File: src/shared/sfr_pkg.sv
package sfr_pkg;

   // Command opcodes as seen on the wire
   localparam logic [7:0] OP_READ = 8'h03;
   localparam logic [7:0] OP_FAST_READ = 8'h0B;
   localparam logic [7:0] OP_DUAL_OUTPUT_READ = 8'h3B;
   localparam logic [7:0] OP_DUAL_IO_READ = 8'hBB;
   localparam logic [7:0] OP_QUAD_OUTPUT_READ = 8'h6B;

   // Phase lengths in serial clocks, address length in bits
   localparam logic [4:0] SPI_OPCODE_CYCLES = 5'h08;
   localparam logic [4:0] FOUR_LINE_OPCODE_CYCLES = 5'h02;
   localparam int ADDR_BITS = 24;
   localparam logic [3:0] DUMMY_NONE = 4'h0;
   localparam logic [3:0] DUMMY_SINGLE = 4'h8;
   localparam logic [3:0] DUMMY_FOUR_LINE = 4'h4;
   localparam logic [3:0] DUMMY_DUAL_IO_SHORT = 4'h4;
   localparam logic [3:0] DUMMY_DUAL_IO_LONG = 4'h8;

   // Configuration register dummy-count field
   localparam int DUMMY_COUNT_BIT_LOW_POS = 6;
   localparam int DUMMY_COUNT_BIT_HIGH_POS = 7;

   // Lane widths, byte size and buffer depth
   localparam logic [2:0] LANES_1 = 3'h1;
   localparam logic [2:0] LANES_2 = 3'h2;
   localparam logic [2:0] LANES_4 = 3'h4;
   localparam logic [3:0] BYTE_BITS = 4'h8;
   localparam logic [1:0] BUF_DEPTH = 2'h2;

   typedef enum logic [2:0] {
      ST_OPCODE = 3'b000,
      ST_ADDR = 3'b001,
      ST_DUMMY = 3'b010,
      ST_DATA = 3'b011,
      ST_IGNORE = 3'b100
   } sfr_state_type;

   typedef struct packed {
      logic ok;
      logic [2:0] addr_lanes;
      logic [2:0] data_lanes;
      logic [3:0] dummy;
   } sfr_cmd_type;

endpackage : sfr_pkg

File: src/hdl/sfr_read_engine.sv
`timescale 1ns/100ps
module sfr_read_engine #(
   parameter int ADDR_W = 24
) (
   input wire logic i_clk,
   input wire logic i_rst,
   input wire logic i_cs_n,
   input wire logic i_sclk,
   input wire logic [3:0] i_io_in,
   output logic [3:0] o_io_out,
   output logic [3:0] o_io_oe_n,
   input wire logic i_write_busy,
   input wire logic i_four_line_command_mode,
   input wire logic i_quad_enable_bit,
   input wire logic [7:0] i_config_reg,
   output logic o_mem_req,
   output logic [ADDR_W-1:0] o_mem_addr,
   input wire logic i_mem_gnt,
   input wire logic i_mem_valid,
   input wire logic [7:0] i_mem_data,
   output logic o_mem_ready
);

   function automatic sfr_pkg::sfr_cmd_type decode(input logic [7:0] op, input logic four_line,
                                                   input logic quad_en, input logic dc_low);
      sfr_pkg::sfr_cmd_type c;
      c = '0;
      c.addr_lanes = sfr_pkg::LANES_1;
      c.data_lanes = sfr_pkg::LANES_1;
      if (four_line) begin
         if (op == sfr_pkg::OP_FAST_READ) begin
            c.ok = 1'b1;
            c.addr_lanes = sfr_pkg::LANES_4;
            c.data_lanes = sfr_pkg::LANES_4;
            c.dummy = sfr_pkg::DUMMY_FOUR_LINE;
         end
      end else begin
         case (op)
            sfr_pkg::OP_READ: begin
               c.ok = 1'b1;
               c.dummy = sfr_pkg::DUMMY_NONE;
            end
            sfr_pkg::OP_FAST_READ: begin
               c.ok = 1'b1;
               c.dummy = sfr_pkg::DUMMY_SINGLE;
            end
            sfr_pkg::OP_DUAL_OUTPUT_READ: begin
               c.ok = 1'b1;
               c.data_lanes = sfr_pkg::LANES_2;
               c.dummy = sfr_pkg::DUMMY_SINGLE;
            end
            sfr_pkg::OP_DUAL_IO_READ: begin
               c.ok = 1'b1;
               c.addr_lanes = sfr_pkg::LANES_2;
               c.data_lanes = sfr_pkg::LANES_2;
               c.dummy = dc_low ? sfr_pkg::DUMMY_DUAL_IO_LONG : sfr_pkg::DUMMY_DUAL_IO_SHORT;
            end
            sfr_pkg::OP_QUAD_OUTPUT_READ: begin
               c.ok = quad_en;
               c.data_lanes = sfr_pkg::LANES_4;
               c.dummy = sfr_pkg::DUMMY_SINGLE;
            end
            default: c.ok = 1'b0;
         endcase
      end
      return c;
   endfunction : decode

   function automatic logic [4:0] addr_cycles(input logic [2:0] lanes);
      logic [4:0] n;
      n = 5'(sfr_pkg::ADDR_BITS);
      if (lanes == sfr_pkg::LANES_4) n = 5'(sfr_pkg::ADDR_BITS / 4);
      else if (lanes == sfr_pkg::LANES_2) n = 5'(sfr_pkg::ADDR_BITS / 2);
      return n;
   endfunction : addr_cycles

   function automatic logic [23:0] shift_in(input logic [23:0] v, input logic [2:0] lanes, input logic [3:0] io);
      logic [23:0] r;
      r = {v[22:0], io[0]};
      if (lanes == sfr_pkg::LANES_4) r = {v[19:0], io};
      else if (lanes == sfr_pkg::LANES_2) r = {v[21:0], io[1:0]};
      return r;
   endfunction : shift_in

   // Synchronisers for everything arriving from the link
   logic sclk_m, sclk_s, sclk_d, cs_m, cs_s;
   logic [3:0] io_m, io_s;

   always_ff @(posedge i_clk) begin
      if (i_rst) begin
         sclk_m <= 1'b0;
         sclk_s <= 1'b0;
         sclk_d <= 1'b0;
         cs_m <= 1'b1;
         cs_s <= 1'b1;
         io_m <= 4'h0;
         io_s <= 4'h0;
      end else begin
         sclk_m <= i_sclk;
         sclk_s <= sclk_m;
         sclk_d <= sclk_s;
         cs_m <= i_cs_n;
         cs_s <= cs_m;
         io_m <= i_io_in;
         io_s <= io_m;
      end
   end

   logic sclk_rise, sclk_fall;
   assign sclk_rise = sclk_s & ~sclk_d;
   assign sclk_fall = ~sclk_s & sclk_d;

   // Command sequencer
   sfr_pkg::sfr_state_type state, next_state;
   sfr_pkg::sfr_cmd_type cmd, next_cmd;
   logic [4:0] cnt, next_cnt;
   logic [7:0] op, next_op;
   logic [23:0] rx_addr, next_rx_addr;
   logic [7:0] sh, next_sh;
   logic [3:0] bits, next_bits;
   logic [3:0] io_out, next_io_out;
   logic [3:0] oe_n, next_oe_n;
   logic load_addr, pop;

   // Two-entry buffer and fetch state
   logic [7:0] buf_mem [2];
   logic [7:0] next_buf_mem [2];
   logic wr_ptr, next_wr_ptr, rd_ptr, next_rd_ptr;
   logic [1:0] count, next_count;
   logic req, next_req, pend, next_pend, mem_ready, next_mem_ready;
   logic [ADDR_W-1:0] mem_addr, next_mem_addr;
   logic fetch_on, push;

   always_comb begin
      sfr_pkg::sfr_cmd_type d;
      logic [7:0] cur;
      logic [4:0] op_len;
      d = '0;
      cur = sh;
      op_len = i_four_line_command_mode ? sfr_pkg::FOUR_LINE_OPCODE_CYCLES : sfr_pkg::SPI_OPCODE_CYCLES;
      next_state = state;
      next_cmd = cmd;
      next_cnt = cnt;
      next_op = op;
      next_rx_addr = rx_addr;
      next_sh = sh;
      next_bits = bits;
      next_io_out = io_out;
      next_oe_n = oe_n;
      load_addr = 1'b0;
      pop = 1'b0;
      if (cs_s) begin
         next_state = sfr_pkg::ST_OPCODE;
         next_cnt = 5'h00;
         next_bits = 4'h0;
         next_oe_n = 4'hF;
      end else begin
         case (state)
            sfr_pkg::ST_OPCODE: begin
               if (sclk_rise) begin
                  next_op = i_four_line_command_mode ? {op[3:0], io_s} : {op[6:0], io_s[0]};
                  next_cnt = cnt + 5'h01;
                  if (next_cnt == op_len) begin
                     d = decode(next_op, i_four_line_command_mode, i_quad_enable_bit,
                                i_config_reg[sfr_pkg::DUMMY_COUNT_BIT_LOW_POS]);
                     next_cmd = d;
                     next_cnt = 5'h00;
                     next_state = (d.ok && !i_write_busy) ? sfr_pkg::ST_ADDR : sfr_pkg::ST_IGNORE;
                  end
               end
            end
            sfr_pkg::ST_ADDR: begin
               if (sclk_rise) begin
                  next_rx_addr = shift_in(rx_addr, cmd.addr_lanes, io_s);
                  next_cnt = cnt + 5'h01;
                  if (next_cnt == addr_cycles(cmd.addr_lanes)) begin
                     load_addr = 1'b1;
                     next_cnt = 5'h00;
                     next_state = (cmd.dummy == sfr_pkg::DUMMY_NONE) ? sfr_pkg::ST_DATA : sfr_pkg::ST_DUMMY;
                  end
               end
            end
            sfr_pkg::ST_DUMMY: begin
               if (sclk_rise) begin
                  next_cnt = cnt + 5'h01;
                  if (next_cnt == 5'(cmd.dummy)) begin
                     next_cnt = 5'h00;
                     next_state = sfr_pkg::ST_DATA;
                  end
               end
            end
            sfr_pkg::ST_DATA: begin
               if (sclk_fall) begin
                  if (bits == 4'h0) begin
                     cur = (count != 2'h0) ? buf_mem[rd_ptr] : 8'h00;
                     pop = (count != 2'h0);
                  end
                  case (cmd.data_lanes)
                     sfr_pkg::LANES_4: begin
                        next_io_out = cur[7:4];
                        next_oe_n = 4'h0;
                     end
                     sfr_pkg::LANES_2: begin
                        next_io_out = {2'b00, cur[7:6]};
                        next_oe_n = 4'hC;
                     end
                     default: begin
                        next_io_out = {2'b00, cur[7], 1'b0};
                        next_oe_n = 4'hD;
                     end
                  endcase
                  next_sh = cur << cmd.data_lanes;
                  next_bits = ((bits == 4'h0) ? sfr_pkg::BYTE_BITS : bits) - {1'b0, cmd.data_lanes};
               end
            end
            sfr_pkg::ST_IGNORE: next_state = sfr_pkg::ST_IGNORE;
            default: next_state = sfr_pkg::ST_OPCODE;
         endcase
      end
   end

   always_ff @(posedge i_clk) begin
      if (i_rst) begin
         state <= sfr_pkg::ST_OPCODE;
         cmd <= '0;
         cnt <= 5'h00;
         op <= 8'h00;
         rx_addr <= '0;
         sh <= 8'h00;
         bits <= 4'h0;
         io_out <= 4'h0;
         oe_n <= 4'hF;
      end else begin
         state <= next_state;
         cmd <= next_cmd;
         cnt <= next_cnt;
         op <= next_op;
         rx_addr <= next_rx_addr;
         sh <= next_sh;
         bits <= next_bits;
         io_out <= next_io_out;
         oe_n <= next_oe_n;
      end
   end

   // Prefetch: one request in flight, never more than the buffer can hold
   assign fetch_on = !cs_s && (state == sfr_pkg::ST_DUMMY || state == sfr_pkg::ST_DATA);
   assign push = i_mem_valid && mem_ready && pend && fetch_on;

   always_comb begin
      next_mem_addr = mem_addr;
      next_req = req;
      next_pend = pend;
      next_buf_mem = buf_mem;
      next_wr_ptr = wr_ptr;
      next_rd_ptr = rd_ptr;
      next_count = count;
      if (load_addr) begin
         next_mem_addr = next_rx_addr[ADDR_W-1:0];
      end else if (req && i_mem_gnt) begin
         next_req = 1'b0;
         next_pend = 1'b1;
         next_mem_addr = mem_addr + ADDR_W'(1);
      end else if (!req && !pend && fetch_on && count < sfr_pkg::BUF_DEPTH) begin
         next_req = 1'b1;
      end
      if (i_mem_valid && mem_ready && pend) next_pend = 1'b0;
      if (!fetch_on) begin
         next_count = 2'h0;
         next_wr_ptr = 1'b0;
         next_rd_ptr = 1'b0;
      end else begin
         if (push) begin
            next_buf_mem[wr_ptr] = i_mem_data;
            next_wr_ptr = ~wr_ptr;
         end
         if (pop) next_rd_ptr = ~rd_ptr;
         next_count = count + {1'b0, push} - {1'b0, pop};
      end
      next_mem_ready = next_count < sfr_pkg::BUF_DEPTH;
   end

   always_ff @(posedge i_clk) begin
      if (i_rst) begin
         mem_addr <= '0;
         req <= 1'b0;
         pend <= 1'b0;
         buf_mem[0] <= 8'h00;
         buf_mem[1] <= 8'h00;
         wr_ptr <= 1'b0;
         rd_ptr <= 1'b0;
         count <= 2'h0;
         mem_ready <= 1'b1;
      end else begin
         mem_addr <= next_mem_addr;
         req <= next_req;
         pend <= next_pend;
         buf_mem <= next_buf_mem;
         wr_ptr <= next_wr_ptr;
         rd_ptr <= next_rd_ptr;
         count <= next_count;
         mem_ready <= next_mem_ready;
      end
   end

   assign o_io_out = io_out;
   assign o_io_oe_n = oe_n;
   assign o_mem_req = req;
   assign o_mem_addr = mem_addr;
   assign o_mem_ready = mem_ready;

endmodule : sfr_read_engine

File: config.mk
export PLATFORM = sky130hd
export DESIGN_NAME = sfr_read_engine
export DESIGN_NICKNAME = d
export VERILOG_FILES = /design/src/shared/sfr_pkg.sv /design/src/hdl/sfr_read_engine.sv
export SDC_FILE = /design/constraint.sdc
export NUM_CORES = 1
export LEC_CHECK = 0
export ABC_CLOCK_PERIOD_IN_PS = 3050
export BUFFER_PORTS_ARGS = -buffer_cell sky130_fd_sc_hd__buf_2
export CAP_MARGIN = 20
export CORE_MARGIN = 10
export CORE_UTILIZATION = 60
export DETAILED_ROUTE_END_ITERATION = 10
export PLACE_DENSITY = 0.81
export SLEW_MARGIN = 25
export SYNTH_ARGS = -nofsm -noshare
export SYNTH_HDL_FRONTEND = slang
export SYNTH_SLANG_ARGS = --single-unit
File: constraint.sdc
create_clock -name i_clk -period 3.05 [get_ports i_clk]
set_input_delay 0.305 -clock i_clk [delete_from_list [all_inputs] [get_ports i_clk]]
set_output_delay 0.305 -clock i_clk [all_outputs]
set_load 0.05 [all_outputs]
-- After elaboration in Yosys (flattened, before gate mapping)
Cells that the tools add are included.
- $add $sub $neg: 5
- magnitude comparators: 5
- eq/ne operators: 22
- shifts and indexed selects: 1
- muxes and demuxes: 66
- bitwise gates (word level): 12
- reduce and logical (&&, ||, !) cells: 37
- operators by type and width (cell ; number):
    $mux W24 ; 7
    $mux W8 ; 10
    $mux W11 ; 6
    $mux W5 ; 11
    $add A24 B1 Y24 const B ; 1
    $pmux W4 S2 ; 3
    $mux W3 ; 7
    $bwmux W16 ; 1
    $pmux W3 S5 ; 1
    $pmux W5 S3 ; 1
    $eq A3 B2 Y1 const B ; 4
    $mux W4 ; 3
    $ne A2 B2 Y1 const B ; 6
    $mux W1 ; 11
    $eq A5 B4 Y1 ; 2
    $logic_and A1 B1 Y1 ; 10
    $eq A3 B3 Y1 const B ; 3
    $demux W8 S1 ; 1
    $eq A8 B2 Y1 const B ; 1
    $eq A8 B4 Y1 const B ; 1
    $eq A8 B6 Y1 const B ; 1
    $eq A8 B7 Y1 const B ; 1
    $eq A8 B8 Y1 const B ; 1
    $logic_not A4 Y1 ; 2
    other kinds (28) ; 53
- flip-flop bits (word level): 129
- bits of input ports: 29
- output and inout port bits: 34
- logic and storage cells: 175

-- Longest topological paths before layout
- depth after elaboration: 14
- depth in mapped cells: 11
- depth with buffers taken out: 10

-- Least setup slack after synthesis
Ideal clock, no wire load.
- path type: register to register
- start: register bits[2]
- end: register mem_ready (netlist: o_mem_ready)
- library setup time: 0.111 ns
- arrival time: 2.279 ns
- data required time: 2.939 ns
- path slack: 0.660 ns
- cell stages (with the launch flop): 12
- buffers on the path: 2
- period minus slack after synthesis: 2.390 ns
- cell sequence: dfxtp_1 -> clkbuf_1 -> or4_1 -> buf_2 -> nor3_1 -> ha_1 -> inv_1 -> ha_1 -> xnor2_1 -> xnor2_1 -> and3_1 -> inv_1
- cells in the longest elaborated chain, start to end: 8
- ends and longest elaborated chain (item ; line ; text):
    start, declared ; sfr_read_engine.sv:120 ; logic [3:0] bits, next_bits;
    start signal, assigned ; sfr_read_engine.sv:240 ; bits <= next_bits;
    $logic_not A4 Y1 ; sfr_read_engine.sv:194 ; if (bits == 4'h0) begin
    $mux W1 ; sfr_read_engine.sv:194 ;
    $mux W1 ; sfr_read_engine.sv:193 ; if (sclk_fall) begin
    $mux W1 ; sfr_read_engine.sv:158 ; case (state)
    $mux W1 ; sfr_read_engine.sv:152 ; if (cs_s) begin
    via pop ; sfr_read_engine.sv:123 ; logic load_addr, pop;
    $sub A2 B1 Y2 ; sfr_read_engine.sv:278 ; next_count = count + {1'b0, push} - {1'b0, pop};
    $mux W2 ; sfr_read_engine.sv:268 ; if (!fetch_on) begin
    $lt A2 B2 Y1 ; sfr_read_engine.sv:280 ; next_mem_ready = next_count < sfr_pkg::BUF_DEPTH;
    end signal, assigned ; sfr_read_engine.sv:302 ; mem_ready <= next_mem_ready;
    end, declared ; sfr_read_engine.sv:130 ; logic req, next_req, pend, next_pend, mem_ready, next_mem_ready;
The timed path passes the listed nets, and every way through them passes these cells.
A chain may end at the register's enable or synchronous reset.

-- Worst setup path after layout
- start: register bits[0]
- end: register sh[7]
- cells in the longest elaborated chain, start to end: 6
- ends and longest elaborated chain (item ; line ; text):
    $logic_not A4 Y1 ; sfr_read_engine.sv:194 ;
    $mux W8 ; sfr_read_engine.sv:194 ;
    $mux W8 ; sfr_read_engine.sv:193 ;
    $mux W8 ; sfr_read_engine.sv:158 ;
    $mux W8 ; sfr_read_engine.sv:152 ;
    $shl A8 B3 Y8 ; sfr_read_engine.sv:212 ; next_sh = cur << cmd.data_lanes;
    end signal, assigned ; sfr_read_engine.sv:239 ; sh <= next_sh;
    end, declared ; sfr_read_engine.sv:119 ; logic [7:0] sh, next_sh;
No other way between the ends. The select of a mux whose other input is x is not followed.

==> reports/metrics.cfg <==
[run_status]
status=completed

[clock_network]
postCtsSetupBuffers=0
clk_path_buf_depth=2
cts_tree=done
cts.sinks=125
cts_buffers=17
clock_latency_ns=0.53
htreeDepth=4
cts_hold_buf=4
cts-root-buf=clkbuf_8
clkTransAtPathRegs_ns=0.05
cts.repair.resized=0

[synthesis]
synth_cells=788
ys_types=63
seq_area_frac_synth_pct=38.0
synthTopCellsByArea=dfxtp_1, mux2i_1, a21oi_1
syn_area_per_cell_um2=8.36
synth_edf_count=0
synthMostInstantiatedCell=dfxtp_1
yosys-top-cells-count=dfxtp_1, nand2_1, nor2_1
syn-num-nets=826
async_flop_share_pct=0
yosys_register_bits=125
ys_warn_count=0
synthFlopType=dfxtp_1
synth_area_um2=6590
synth_top_area_share_pct=38.0
yosysTopAreaCell=dfxtp_1

[grt]
gr-usage-met3_pct=5.62
grt_max_degree=76
grtUsageMet1_pct=26.5
grt_pass1_vias=5688
antenna_found_initial=0
grtUsageMet2_pct=33.6
grt_pass1_wl_um=28000
grt_usage_pct=20.9
grt_overflow_total=0
grt_busiest_layer=met2

[placement]
gp_congestion=0.907
port_buffers=55
dp_hpwl_um=11300

[routing]
via_per_inst=6.20
antenna_left=0
drt_pass1_iterations=6
wl_um=16800
first_iter_violations=534
drc=0
routedWlPerCell_um=17.2
vias=6048

[die]
die_w_um=125
die-area_um2=15600
row_count=38
core-area_um2=10800
initial_core_util_pct=61.0
die-height_um=125
io_pins=63

[power]
peakVddDrop_mv=0.404
p_leak_uw=0.00280
power_density_nw_per_um2=499

[finish]
drive_gt1_share_pct=15.3
nFillCells=824
seqCellArea_um2=2500
final_util_pct=70.3
diodes=0
multi_input_area_um2=3770
fin_nets=862
syn_to_final_growth_pct=15.2

[worst_setup_path]
critPathMaxFanout=11
crit_arrival_ns=3.13
cp-start-kind=register
required_ns=3.51
cp-startpoint=bits[0]$_SDFFE_PP0P_
r2r_start=bits[0]$_SDFFE_PP0P_
cp-end-kind=register
worst-setup-path-type=register to register

[sta]
finalHoldViolations=0
worst_pin_slew_ns=0.898
post-route-period-util_pct=87.4
relSlewSlack_pct=40.1
max_freq_ghz=0.375
setup_violations=0
timing.hold.ws_ns=0.0363
drv_slew=0
layout_min_cycle_time_ns=2.67
setup-tns-final_ns=0
finClkSkew_ns=0.0115
grt_setup_unrepaired=no

[run]
drv_cap=0

[worst_hold_path]
hold_path.class=primary input to register
hp-start=i_io_in[1]

-- metrics by stage --
step | cells | setup slack [ns] | power [uW] | instance area, um2
2_1_floorplan | 788 | 0.660 | 1730 | 6590
6_report | 976 | 0.384 | 3790 | 7590
3_3_place_gp | 941 | 0.525 | 1750 | 6940
4_1_cts | 976 | 0.413 | 3810 | 7590
3_5_place_dp | 941 | 0.429 | 1750 | 6940
5_1_grt | 976 | 0.208 | 3890 | 7590
-- area by class of cell --
class | instances | area share (%)
Multi-Input combinational cell | 584 | 49.6
Timing Repair Buffer | 80 | 6.27
Clock buffer | 25 | 6.64
Inverter | 16 | 0.791
Sequential cell | 125 | 33.0
Tap cell | 140 | 2.31
Clock inverter | 6 | 1.38
-- cells in the final DEF (no fill, tap or decap), types with 4 or more instances in the layout --
cell type / n
dfxtp_1: 125
nand2_1: 89
nor2_1: 71
a21oi_1: 69
buf_2: 54
mux2i_1: 53
a211oi_1: 39
nor4_1: 26
buf_4: 22
xor2_1: 19
nand3_1: 18
nor2b_1: 18
xnor2_1: 16
clkbuf_16: 16
inv_1: 15
o21ai_0: 14
o31ai_1: 13
nor3_1: 11
nand4_1: 11
and3_1: 10
o41ai_1: 8
ha_1: 8
or2_2: 7
o211ai_1: 7
clkbuf_8: 7
mux2_2: 6
a31oi_1: 6
or3_1: 5
o2111ai_1: 5
and4_1: 5
dlygate4sd3_1: 4
-- kinds of logic (layout without fill, tap and decap cells) --
kind of cell | after synthesis | in the layout | share of synthesized area (%)
XOR/XNOR | 36 | 36 | 5.00
AO/OA/AOI/OAI | 186 | 186 | 18.6
flip-flops | 125 | 125 | 38.0
buffers and inverters | 79 | 127 | 4.94
multiplexers | 61 | 61 | 9.58
adder cells (fa/ha/maj) | 9 | 9 | 1.82
AND/OR/NAND/NOR | 292 | 292 | 22.0
-- state kept, by name, indices dropped and copies added, names as in the netlist, 2 cells and up --
name / count
state: 3
io_m: 4
cnt: 5
count: 2
cmd: 8
op: 7
buf_mem: 16
rx_addr: 23
o_io_out: 4
io_s: 4
bits: 4
sh: 8
o_io_oe_n: 3
o_mem_addr: 24
-- final timing paths --
kind              cells after the start  slack, ns            endpoint
setup / recovery                      6       0.38  sh[7]$_SDFFE_PP0P_
hold / removal                        2       0.04  io_m[1]$_SDFF_PP0_
setup reg to reg                      6       0.38  sh[7]$_SDFFE_PP0P_
hold reg to reg                       1       0.41     cs_s$_SDFF_PP1_
-- power by group --
part	internal (uW)	leakage [uW]	total (uW)	switching, uW
sequential	1640	0.00101	1650	6.27
combinational	28.0	0.00149	75.2	47.2
clock	1370	0.000304	2060	694
-- critical path, cell delays in order (launching register included) --
cell and delay, ns:
dfxtp_1 0.41, or4_1 0.69, buf_4 0.22, o31ai_1 0.46, mux2i_1 0.18, a2111oi_0 0.50, a211o_1 0.16
-- per-layer routing --
metal	vias up	share of wire [%]
li1	2931	-
met1	2880	45
met2	212	48
met3	25	6.0
met4	0	1.5
met5	-	0
Power figures use the tool's default switching activity.
